**src/nvpe_map.svh**
```systemverilog
// Register indices, field positions and constant values of the NVM
// program/erase sequencer. Definitions only; included by bare name.
`ifndef NVPE_MAP_SVH
`define NVPE_MAP_SVH

// ****************************************************************
// Register indices (word address on the bus = index)
// ****************************************************************
`define NVPE_IDX_ADDR_LO 12'h81a
`define NVPE_IDX_ADDR_HI 12'h81b
`define NVPE_IDX_DATA_LO 12'h81c
`define NVPE_IDX_DATA_HI 12'h81d
`define NVPE_IDX_CTRL    12'h81e
`define NVPE_IDX_KEY     12'h81f

// ****************************************************************
// Control register field positions
// ****************************************************************
`define NVPE_BIT_RD      0
`define NVPE_BIT_WR      1
`define NVPE_BIT_EN      2
`define NVPE_BIT_FAULT   3
`define NVPE_BIT_ERASE   4
`define NVPE_BIT_LATCH   5
`define NVPE_BIT_REGION  6

// ****************************************************************
// Values
// ****************************************************************
`define NVPE_KEY_FIRST   8'h55
`define NVPE_KEY_SECOND  8'haa
`define NVPE_LATCH_BLANK 14'h03ff
`define NVPE_ADDR_RESET  15'h0000
`define NVPE_ROW_WORDS   32

// Auxiliary region windows (full 16-bit address)
`define NVPE_UID_LO      16'h8000
`define NVPE_UID_HI      16'h8003
`define NVPE_DID_LO      16'h8005
`define NVPE_DID_HI      16'h8006
`define NVPE_CFG_LO      16'h8007
`define NVPE_CFG_HI      16'h800b
`define NVPE_DIA_LO      16'h8100
`define NVPE_DIA_HI      16'h82ff
`define NVPE_EE_LO       16'hf000
`define NVPE_EE_HI       16'hf0ff

`endif

```
**src/nvpe_pkg.sv**
```systemverilog
// Types shared by the NVM program/erase sequencer.
// Assumes nothing of its surroundings.
`default_nettype none

package nvpe_pkg;

  // Sequencer states
  typedef enum logic [2:0] {
    NVPE_IDLE,
    NVPE_READ,
    NVPE_ERASE,
    NVPE_PROG,
    NVPE_AUXW
  } nvpe_state_type;

endpackage

`default_nettype wire

```
**src/nvpe_ctrl.sv**
```systemverilog
// NVM program/erase sequencer with an Avalon-MM register slave.
// Assumes a storage array that answers reads in the same cycle and
// acknowledges each erase or word write with a one-cycle pulse.
`include "nvpe_map.svh"
`default_nettype none

module nvpe_ctrl
  import nvpe_pkg::*;
#(
  parameter int ROW_WORDS = `NVPE_ROW_WORDS
) (
  // Clock and resets
  input  wire logic        clk,
  input  wire logic        rst_n,
  input  wire logic        por_n,
  // Avalon-MM slave
  input  wire logic [11:0] avs_address,
  input  wire logic        avs_read,
  input  wire logic        avs_write,
  input  wire logic [31:0] avs_writedata,
  input  wire logic [3:0]  avs_byteenable,
  output logic      [31:0] avs_readdata,
  output logic             avs_waitrequest,
  // Storage array
  output logic      [15:0] arr_addr,
  output logic      [13:0] arr_wdata,
  output logic             arr_read,
  output logic             arr_erase,
  output logic             arr_write,
  input  wire logic        arr_ack,
  input  wire logic [13:0] arr_rdata,
  input  wire logic        arr_protected
);

  localparam int IW = $clog2(ROW_WORDS);

  // ****************************************************************
  // Parameter check
  // ****************************************************************
  if (ROW_WORDS != 32) begin : g_bad
    $error("nvpe_ctrl: row length other than 32 words is not supported");
  end

  // ****************************************************************
  // Address window helpers
  // ****************************************************************
  function automatic logic in_win(input logic [15:0] a, input logic [15:0] lo,
                                  input logic [15:0] hi);
    in_win = (a >= lo) && (a <= hi);
  endfunction

  function automatic logic aux_writable(input logic [15:0] a);
    aux_writable = in_win(a, `NVPE_UID_LO, `NVPE_UID_HI) ||
                   in_win(a, `NVPE_CFG_LO, `NVPE_CFG_HI) ||
                   in_win(a, `NVPE_EE_LO, `NVPE_EE_HI);
  endfunction

  function automatic logic aux_readable(input logic [15:0] a);
    aux_readable = aux_writable(a) ||
                   in_win(a, `NVPE_DID_LO, `NVPE_DID_HI) ||
                   in_win(a, `NVPE_DIA_LO, `NVPE_DIA_HI);
  endfunction

  // ****************************************************************
  // State
  // ****************************************************************
  nvpe_state_type   state;
  nvpe_state_type   next_state;
  logic [14:0]      nvm_word_address;
  logic [13:0]      nvm_word_data;
  logic             region_select;
  logic             latch_only_load;
  logic             erase_select;
  logic             program_enable;
  logic             program_start;
  logic             read_start;
  logic             program_fault_flag;
  logic [1:0]       key_stage;
  logic [IW-1:0]    word_idx;
  logic             op_live;
  logic             rd_phase;

  // ****************************************************************
  // Bus decode
  // ****************************************************************
  wire       wr_ok    = avs_write && avs_byteenable[0];
  wire [7:0] wb       = avs_writedata[7:0];
  wire       wr_adl   = wr_ok && (avs_address == `NVPE_IDX_ADDR_LO);
  wire       wr_adh   = wr_ok && (avs_address == `NVPE_IDX_ADDR_HI);
  wire       wr_dtl   = wr_ok && (avs_address == `NVPE_IDX_DATA_LO);
  wire       wr_dth   = wr_ok && (avs_address == `NVPE_IDX_DATA_HI);
  wire       wr_ctrl  = wr_ok && (avs_address == `NVPE_IDX_CTRL);
  wire       wr_key   = wr_ok && (avs_address == `NVPE_IDX_KEY);
  wire       idle     = (state == NVPE_IDLE);

  // Unlock sequence decode
  wire       key_one  = wr_key && (wb == `NVPE_KEY_FIRST);
  wire       key_two  = wr_key && (wb == `NVPE_KEY_SECOND) && (key_stage == 2'd1);
  wire       armed    = (key_stage == 2'd2);
  wire       wr_set   = wr_ctrl && wb[`NVPE_BIT_WR];
  wire       broken   = (key_stage != 2'd0) && wr_ok && !key_one && !key_two &&
                        !(armed && wr_set);

  // Start classification, from the erase and latch fields written with the start bit and the stored region bit
  wire       go       = wr_set && armed && idle && wb[`NVPE_BIT_EN];
  wire [15:0] eff_addr = {region_select, nvm_word_address};
  wire       tgt_aux  = region_select;
  wire       tgt_latch = !tgt_aux && !wb[`NVPE_BIT_ERASE] && wb[`NVPE_BIT_LATCH];
  wire       tgt_erase = !tgt_aux && wb[`NVPE_BIT_ERASE];
  wire       tgt_prog = !tgt_aux && !wb[`NVPE_BIT_ERASE] && !wb[`NVPE_BIT_LATCH];
  wire       blocked  = tgt_aux ? (!aux_writable(eff_addr) || arr_protected)
                                : (!tgt_latch && arr_protected);
  wire       go_prot  = go && blocked;
  wire       go_latch = go && !blocked && tgt_latch;
  wire       go_long  = go && !blocked && !tgt_latch;
  wire       rd_go    = wr_ctrl && wb[`NVPE_BIT_RD] && idle && !go;

  // Completion of a self-timed operation
  wire       last_word = (word_idx == IW'(ROW_WORDS - 1));
  wire       op_done  = arr_ack && ((state == NVPE_ERASE) || (state == NVPE_AUXW) ||
                                    ((state == NVPE_PROG) && last_word));
  wire       latch_clr = (state == NVPE_PROG) && op_done;

  // Fault flag set and clear terms
  wire       fault_set = go_prot || broken || (wr_ctrl && wb[`NVPE_BIT_FAULT]);
  wire       fault_clr = wr_ctrl && !wb[`NVPE_BIT_FAULT];

  // ****************************************************************
  // Write latches
  // ****************************************************************
  logic [13:0] latch_word;

  nvpe_latch_bank #(
    .WORDS (ROW_WORDS),
    .WIDTH (14),
    .BLANK (`NVPE_LATCH_BLANK)
  ) u_latch (
    .clk     (clk),
    .rst_n   (rst_n),
    .wr_en   (go_latch),
    .wr_idx  (nvm_word_address[IW-1:0]),
    .wr_data (nvm_word_data),
    .clr_all (latch_clr),
    .rd_idx  (word_idx),
    .rd_data (latch_word)
  );

  // ****************************************************************
  // Sequencer
  // ****************************************************************
  always_comb begin
    next_state = state;
    case (state)
      NVPE_IDLE: begin
        if (go_long && tgt_erase) begin
          next_state = NVPE_ERASE;
        end else if (go_long && tgt_prog) begin
          next_state = NVPE_PROG;
        end else if (go_long) begin
          next_state = NVPE_AUXW;
        end else if (rd_go) begin
          next_state = NVPE_READ;
        end
      end
      NVPE_READ:  next_state = NVPE_IDLE;
      NVPE_ERASE,
      NVPE_AUXW,
      NVPE_PROG: begin
        if (op_done) begin
          next_state = NVPE_IDLE;
        end
      end
      default:    next_state = NVPE_IDLE;
    endcase
  end

  // State register
  always_ff @(posedge clk or negedge rst_n) begin
    if (!rst_n) begin
      state <= NVPE_IDLE;
    end else begin
      state <= next_state;
    end
  end

  // Row word walk
  always_ff @(posedge clk or negedge rst_n) begin
    if (!rst_n) begin
      word_idx <= '0;
    end else if (idle) begin
      word_idx <= '0;
    end else if (state == NVPE_PROG && arr_ack) begin
      word_idx <= word_idx + IW'(1);
    end
  end

  // ****************************************************************
  // Unlock tracking
  // ****************************************************************
  always_ff @(posedge clk or negedge rst_n) begin
    if (!rst_n) begin
      key_stage <= 2'd0;
    end else if (key_one) begin
      key_stage <= 2'd1;
    end else if (key_two) begin
      key_stage <= 2'd2;
    end else if (wr_ok) begin
      key_stage <= 2'd0;
    end
  end

  // ****************************************************************
  // Software registers cleared by the warm reset rst_n only
  // ****************************************************************
  always_ff @(posedge clk or negedge rst_n) begin
    if (!rst_n) begin
      nvm_word_address <= `NVPE_ADDR_RESET;
      region_select    <= 1'b0;
      latch_only_load  <= 1'b0;
      erase_select     <= 1'b0;
      program_enable   <= 1'b0;
    end else begin
      if (wr_adl) begin
        nvm_word_address[7:0] <= wb;
      end
      if (wr_adh) begin
        nvm_word_address[14:8] <= wb[6:0];
      end
      if (wr_ctrl) begin
        region_select   <= wb[`NVPE_BIT_REGION];
        latch_only_load <= wb[`NVPE_BIT_LATCH];
        erase_select    <= wb[`NVPE_BIT_ERASE];
        program_enable  <= wb[`NVPE_BIT_EN];
      end
    end
  end

  // Start and read-start: set by software, cleared by hardware only
  always_ff @(posedge clk or negedge rst_n) begin
    if (!rst_n) begin
      program_start <= 1'b0;
      read_start    <= 1'b0;
    end else begin
      if (go_long) begin
        program_start <= 1'b1;
      end else if (op_done) begin
        program_start <= 1'b0;
      end
      read_start <= rd_go;
    end
  end

  // ****************************************************************
  // State on the power-on reset; a warm reset clears only op_live
  // ****************************************************************
  always_ff @(posedge clk or negedge por_n) begin
    if (!por_n) begin
      op_live <= 1'b0;
    end else if (!rst_n || op_done) begin
      op_live <= 1'b0;
    end else if (go_long) begin
      op_live <= 1'b1;
    end
  end

  // Fault flag; a set in the clearing cycle wins
  always_ff @(posedge clk or negedge por_n) begin
    if (!por_n) begin
      program_fault_flag <= 1'b0;
    end else if (!rst_n) begin
      program_fault_flag <= program_fault_flag | op_live;
    end else if (fault_set) begin
      program_fault_flag <= 1'b1;
    end else if (fault_clr) begin
      program_fault_flag <= 1'b0;
    end
  end

  // Data word, untouched by warm resets
  always_ff @(posedge clk or negedge por_n) begin
    if (!por_n) begin
      nvm_word_data <= 14'h0000;
    end else if (rst_n) begin
      if (state == NVPE_READ) begin
        nvm_word_data <= (region_select && !aux_readable(eff_addr))
                         ? 14'h0000 : arr_rdata;
      end else begin
        if (wr_dtl) begin
          nvm_word_data[7:0] <= wb;
        end
        if (wr_dth) begin
          nvm_word_data[13:8] <= wb[5:0];
        end
      end
    end
  end

  // ****************************************************************
  // Array port
  // ****************************************************************
  assign arr_addr  = (state == NVPE_PROG)
                     ? {1'b0, nvm_word_address[14:IW], word_idx} : eff_addr;
  assign arr_wdata = (state == NVPE_PROG) ? latch_word : nvm_word_data;
  assign arr_read  = (state == NVPE_READ);
  assign arr_erase = (state == NVPE_ERASE);
  assign arr_write = (state == NVPE_PROG) || (state == NVPE_AUXW);

  // ****************************************************************
  // Bus read path: one wait cycle, then data from a flop
  // ****************************************************************
  wire [7:0] ctrl_view = {1'b0, region_select, latch_only_load, erase_select,
                          program_fault_flag, program_enable, program_start, read_start};
  logic [7:0] rd_mux;

  always_comb begin
    case (avs_address)
      `NVPE_IDX_ADDR_LO: rd_mux = nvm_word_address[7:0];
      `NVPE_IDX_ADDR_HI: rd_mux = {1'b0, nvm_word_address[14:8]};
      `NVPE_IDX_DATA_LO: rd_mux = nvm_word_data[7:0];
      `NVPE_IDX_DATA_HI: rd_mux = {2'b00, nvm_word_data[13:8]};
      `NVPE_IDX_CTRL:    rd_mux = ctrl_view;
      default:           rd_mux = 8'h00;
    endcase
  end

  // Read data capture and wait phase
  always_ff @(posedge clk or negedge rst_n) begin
    if (!rst_n) begin
      rd_phase     <= 1'b0;
      avs_readdata <= 32'h0000_0000;
    end else begin
      rd_phase <= avs_read && !rd_phase;
      if (avs_read && !rd_phase) begin
        avs_readdata <= {24'h00_0000, rd_mux};
      end
    end
  end

  assign avs_waitrequest = avs_read && !rd_phase;

endmodule

`default_nettype wire

```
**src/nvpe_latch_bank.sv**
```systemverilog
// Row write latches: one word per slot, all slots return to blank at once.
// Assumes a single clock and an active-low asynchronous reset.
`default_nettype none

module nvpe_latch_bank #(
  parameter int          WORDS = 32,
  parameter int          WIDTH = 14,
  parameter logic [13:0] BLANK = 14'h03ff
) (
  // Clock and reset
  input  wire logic                     clk,
  input  wire logic                     rst_n,
  // Write side
  input  wire logic                     wr_en,
  input  wire logic [$clog2(WORDS)-1:0] wr_idx,
  input  wire logic [WIDTH-1:0]         wr_data,
  input  wire logic                     clr_all,
  // Read side
  input  wire logic [$clog2(WORDS)-1:0] rd_idx,
  output logic      [WIDTH-1:0]         rd_data
);

  // ****************************************************************
  // Parameter check
  // ****************************************************************
  if (WORDS < 2 || (WORDS & (WORDS - 1)) != 0 || WIDTH != 14) begin : g_bad
    $error("nvpe_latch_bank: WORDS must be a power of two, WIDTH 14");
  end

  // ****************************************************************
  // Storage
  // ****************************************************************
  logic [WIDTH-1:0] slot [WORDS];

  // Load one slot or blank them all
  always_ff @(posedge clk or negedge rst_n) begin
    if (!rst_n) begin
      for (int i = 0; i < WORDS; i++) begin
        slot[i] <= BLANK;
      end
    end else if (clr_all) begin
      for (int i = 0; i < WORDS; i++) begin
        slot[i] <= BLANK;
      end
    end else if (wr_en) begin
      slot[wr_idx] <= wr_data;
    end
  end

  assign rd_data = slot[rd_idx];

endmodule

`default_nettype wire

```
**config.mk**
```make
export PLATFORM = sky130hd
export DESIGN_NAME = nvpe_ctrl
export DESIGN_NICKNAME = d
export VERILOG_FILES = /design/src/nvpe_pkg.sv /design/src/nvpe_ctrl.sv /design/src/nvpe_latch_bank.sv
export VERILOG_INCLUDE_DIRS = /design/src
export SDC_FILE = /design/constraint.sdc
export NUM_CORES = 1
export LEC_CHECK = 0
export BUFFER_PORTS_ARGS = -buffer_cell sky130_fd_sc_hd__buf_4
export CAP_MARGIN = 10
export CORE_ASPECT_RATIO = 1.4
export CORE_UTILIZATION = 56
export DETAILED_ROUTE_END_ITERATION = 8
export GPL_TIMING_DRIVEN = 0
export PLACE_DENSITY = 0.78
export SYNTH_ARGS = -nofsm -noshare
export SYNTH_HDL_FRONTEND = slang
export SYNTH_HIERARCHICAL = 1
export SYNTH_SLANG_ARGS = --single-unit
```
**constraint.sdc**
```tcl
create_clock -name clk -period 2.7 [get_ports clk]
set_input_delay 0.135 -clock clk [delete_from_list [all_inputs] [get_ports clk]]
set_output_delay 0.135 -clock clk [all_outputs]
set_load 0.02 [all_outputs]
```
==> impl_metrics.json <==
{
  "r2r_slack_ns": -0.08,
  "finalCriticalPeriod_ns": 2.92,
  "min_path_type": "in -> async",
  "synthArstFlopShare_pct": 100,
  "crit_fanout": 8,
  "use_met2_pct": 59.7,
  "grt_max_degree": 132,
  "fin_cells": 3674,
  "gp_congestion": 1.02,
  "critPathLaunchType": "register",
  "grt_pass1_wl_um": 137000,
  "ir_drop_mv": 0.521,
  "rsz0062_at_grt": "yes",
  "num-nets-final": 3080,
  "cts_max_level": 2,
  "drt_wl_total_um": 92200,
  "synth_top_family_by_area": "simple AND/OR/NAND/NOR gates",
  "internal-power_mw": 12.5,
  "violations": "setup timing",
  "clock_skew_ns": 0.0156,
  "use_met3_pct": 6.89,
  "ios": 135,
  "initial_utilization_pct": 57.0,
  "globalRouteTotalUtil_pct": 36.8,
  "cp.arrival_ns": 2.79,
  "io_buffers": 81,
  "grt_most_used_layer": "met2",
  "clockBufferDepth": 3,
  "end_kind": "primary output",
  "p_seq_share_pct": 47.9,
  "clockRootBuffer": "clkbuf_16",
  "firstDrtPassIters": 6,
  "die_area_sq_um": 49000,
  "clock_sinks": 504,
  "die_h_um": 261,
  "synth_edf_count": 0,
  "routed_via_density": 6.30,
  "drc_errors": 0,
  "synthSimpleGateAreaFrac_pct": 22.3,
  "power.switching_mw": 3.41,
  "final_layout_size_suffix_gt1_share_pct": 33.0,
  "ant_nets": 0,
  "fp-row-count": 94,
  "syn_to_final_growth_pct": 24.0,
  "die_x_um": 187,
  "maxSlewViolCount": 0,
  "max_freq_ghz": 0.342,
  "syn_area_per_cell_sq_um": 9.98,
  "cts_tree": "done",
  "setup_ws_ns": -0.222,
  "synth_fa_ha_area_share_pct": 0.0929,
  "critPathRequiredTime_ns": 2.57,
  "vias": 23159,
  "synth_compound_area_share_pct": 11.6,
  "final_area_sq_um": 33400,
  "clkPwrFrac_pct": 49.3,
  "core_area_sq_um": 47300,
  "ys_ff_latch": 504,
  "power.density_nw_per_um2": 476,
  "setup_viol": 64,
  "ys_warn_count": 6,
  "fin_crit_sh_pct": 108,
  "clock_latency_ns": 0.62,
  "grt_pass1_vias": 22899,
  "crit_type": "reg -> out",
  "dp_slack_ns": -1.23,
  "p_leak_nw": 15.2,
  "synth_cell_types": 73,
  "initialDrtViolationCount": 2369,
  "combPwrFrac_pct": 2.8,
  "relSlewSlack_pct": 29.4,
  "use_met1_pct": 45.0,
  "power_mw": 15.9,
  "grt_antenna_before_repair": 0,
  "synthCells": 2698,
  "numCtsBuffers": 50,
  "syn_area_sq_um": 26900,
  "hold_viol": 0,
  "gr-total-overflow": 0,
  "path_clk_slew_ns": 0.06,
  "placed_cells": 3430,
  "reg2reg_depth": 13,
  "place_area_sq_um": 28500,
  "sw_frac_of_total_pct": 21.5,
  "worst_slew_pin_slew_ns": 1.05,
  "dp_hpwl_um": 61200,
  "antenna_cells": 0,
  "status": "finished with violations",
  "synth_mux_area_share_pct": 11.7,
  "wire_per_inst_um": 25.1,
  "cap_violations": 0,
  "synth_ff_type": "dfstp_2",
  "synth_xor_area_share_pct": 0.0976,
  "ys_seq_area_share_pct": 48.3
}
==> cell usage in the layout (no fill, tap or decap), types with 16 or more instances in the layout <==
master,instances
clkbuf_16,57
clkbuf_1,81
clkbuf_4,18
nand4_1,16
mux2i_2,27
buf_6,67
conb_1,24
nand3_1,29
buf_4,198
dfstp_2,320
dfrtp_1,182
clkbuf_2,32
a22o_1,29
nand3b_1,163
a22oi_1,54
nand2_1,546
a21oi_1,98
a211o_1,160
and2_1,17
mux2i_1,255
nand2_2,32
nor2_4,18
nor2b_1,154
buf_2,19
nor2_1,91
dlygate4sd3_1,27
buf_12,37
==> power by group through the flow <==
stage / Sequential [mW] / Clock (mW) / Combinational [mW]
floorplan: 7.74 / 0 / 0.116
global placement: 7.72 / 0 / 0.376
detailed placement: 7.72 / 0 / 0.409
CTS: 7.60 / 7.90 / 0.442
global route: 7.60 / 8.16 / 0.487
finish: 7.60 / 7.84 / 0.444
==> kinds of logic (layout without fill, tap and decap cells) <==
| family | Yosys count | in the layout |
|---|---|---|
| mux | 310 | 310 |
| other cells | 1 | 24 |
| buf+inv | 275 | 604 |
| simple gates | 1185 | 1185 |
| xor+xnor | 3 | 3 |
| fa+ha+maj | 2 | 2 |
| compound gates | 418 | 418 |
| flops | 504 | 504 |
==> timing repair <==
item,CTS,global route
cloned,1,7
pin swaps,73,92
gates resized for setup,305,178
endpoints found under the hold margin,133,0
hold buffers,27,0
setup endpoints to repair,466,428
setup buffers,70,53
==> path summary, 6_finish.rpt <==
path | startpoint | to
worst max-delay path | word_idx[1]$_DFFE_PN0P_ | arr_wdata[7]
worst min-delay path | rst_n | avs_readdata[6]$_DFFE_PN0P_
worst max register to register | key_stage[0]$_DFFE_PN0P_ | u_latch/slot[210]$_DFFE_PN1P_
worst min register to register | program_enable$_DFFE_PN0N_ | program_enable$_DFFE_PN0N_
max in group asynchronous | rst_n | u_latch/slot[273]$_DFFE_PN1P_
min in group clk | avs_byteenable[0] | key_stage[0]$_DFFE_PN0P_
==> registers in the layout, indices dropped and copies added, names as in the netlist <==
signal,flops
avs_readdata,8
erase_select,1
key_stage,2
latch_only_load,1
nvm_word_address,15
nvm_word_data,14
op_live,1
program_enable,1
program_fault_flag,1
program_start,1
rd_phase,1
read_start,1
region_select,1
state,3
u_latch/slot,448
word_idx,5
==> metal layers <==
metal	vias up	wire length (um)
met5	-	0
li1	9934	-
met4	0	7140
met2	1371	42700
met1	11460	34000
met3	394	8300
==> layout make-up <==
cell class / count / area (sq um)
sequential: 504 / 13000
multi-input combinational: 1942 / 13300
fill: 3397 / 13900
timing repair buffer: 241 / 2370
tap: 624 / 781
inverter: 6 / 22.5
clock inverter: 28 / 393
clock buffer: 65 / 1450
buffer: 264 / 2100
==> synthesized netlist by cell type, drive strengths merged, types with 4 or more instances <==
master  count  area share, %
a211o     160            5.2
a21oi     108            2.0
nor2b     158            3.7
nand3      39           0.77
nand2b      7           0.16
dfstp     320             31
a22oi      63            1.8
and2b       6           0.17
nand4      16           0.37
nand3b    167            4.8
and2       17           0.39
clkbuf    137            2.0
nor4        5           0.17
and3        4          0.093
a22o       29           0.94
dfrtp     184             17
a221oi      5           0.16
nand2     580            8.1
a31oi      15           0.35
inv         5          0.070
or2         4          0.093
mux2i     290             11
nor2      122            2.1
or4         4           0.11
or3         6           0.14
buf       132            3.8
mux2       20           0.93
o21ai       9           0.17
a221o      14           0.52
nor3       31           0.58
nor3b       5           0.14
==> worst max-delay path, cell delays in order (launching register included) <==
cell and delay [ns]:
dfrtp_1 0.42, buf_12 0.17, buf_12 0.15, buf_12 0.14, mux2i_1 0.12, a22oi_1 0.23
nand4_1 0.40, nand3_1 0.22, nand2_1 0.08, nand2_2 0.11, buf_6 0.13
==> stage by stage <==
| stage | util [%] | hold slack [ns] | setup TNS, ns |
|---|---|---|---|
| after floorplan | - | -0.161 | 0 |
| after global placement | 60.1 | -0.00106 | -1345.79 |
| after detailed placement | 60.3 | 0.00907 | -256.48 |
| after CTS | 68.5 | 0.0726 | -2.45 |
| after global routing | 70.6 | 0.0647 | -7.51 |
| final | 70.6 | 0.0237 | -3.45 |
No activity file was read; power rests on OpenSTA's default activity.
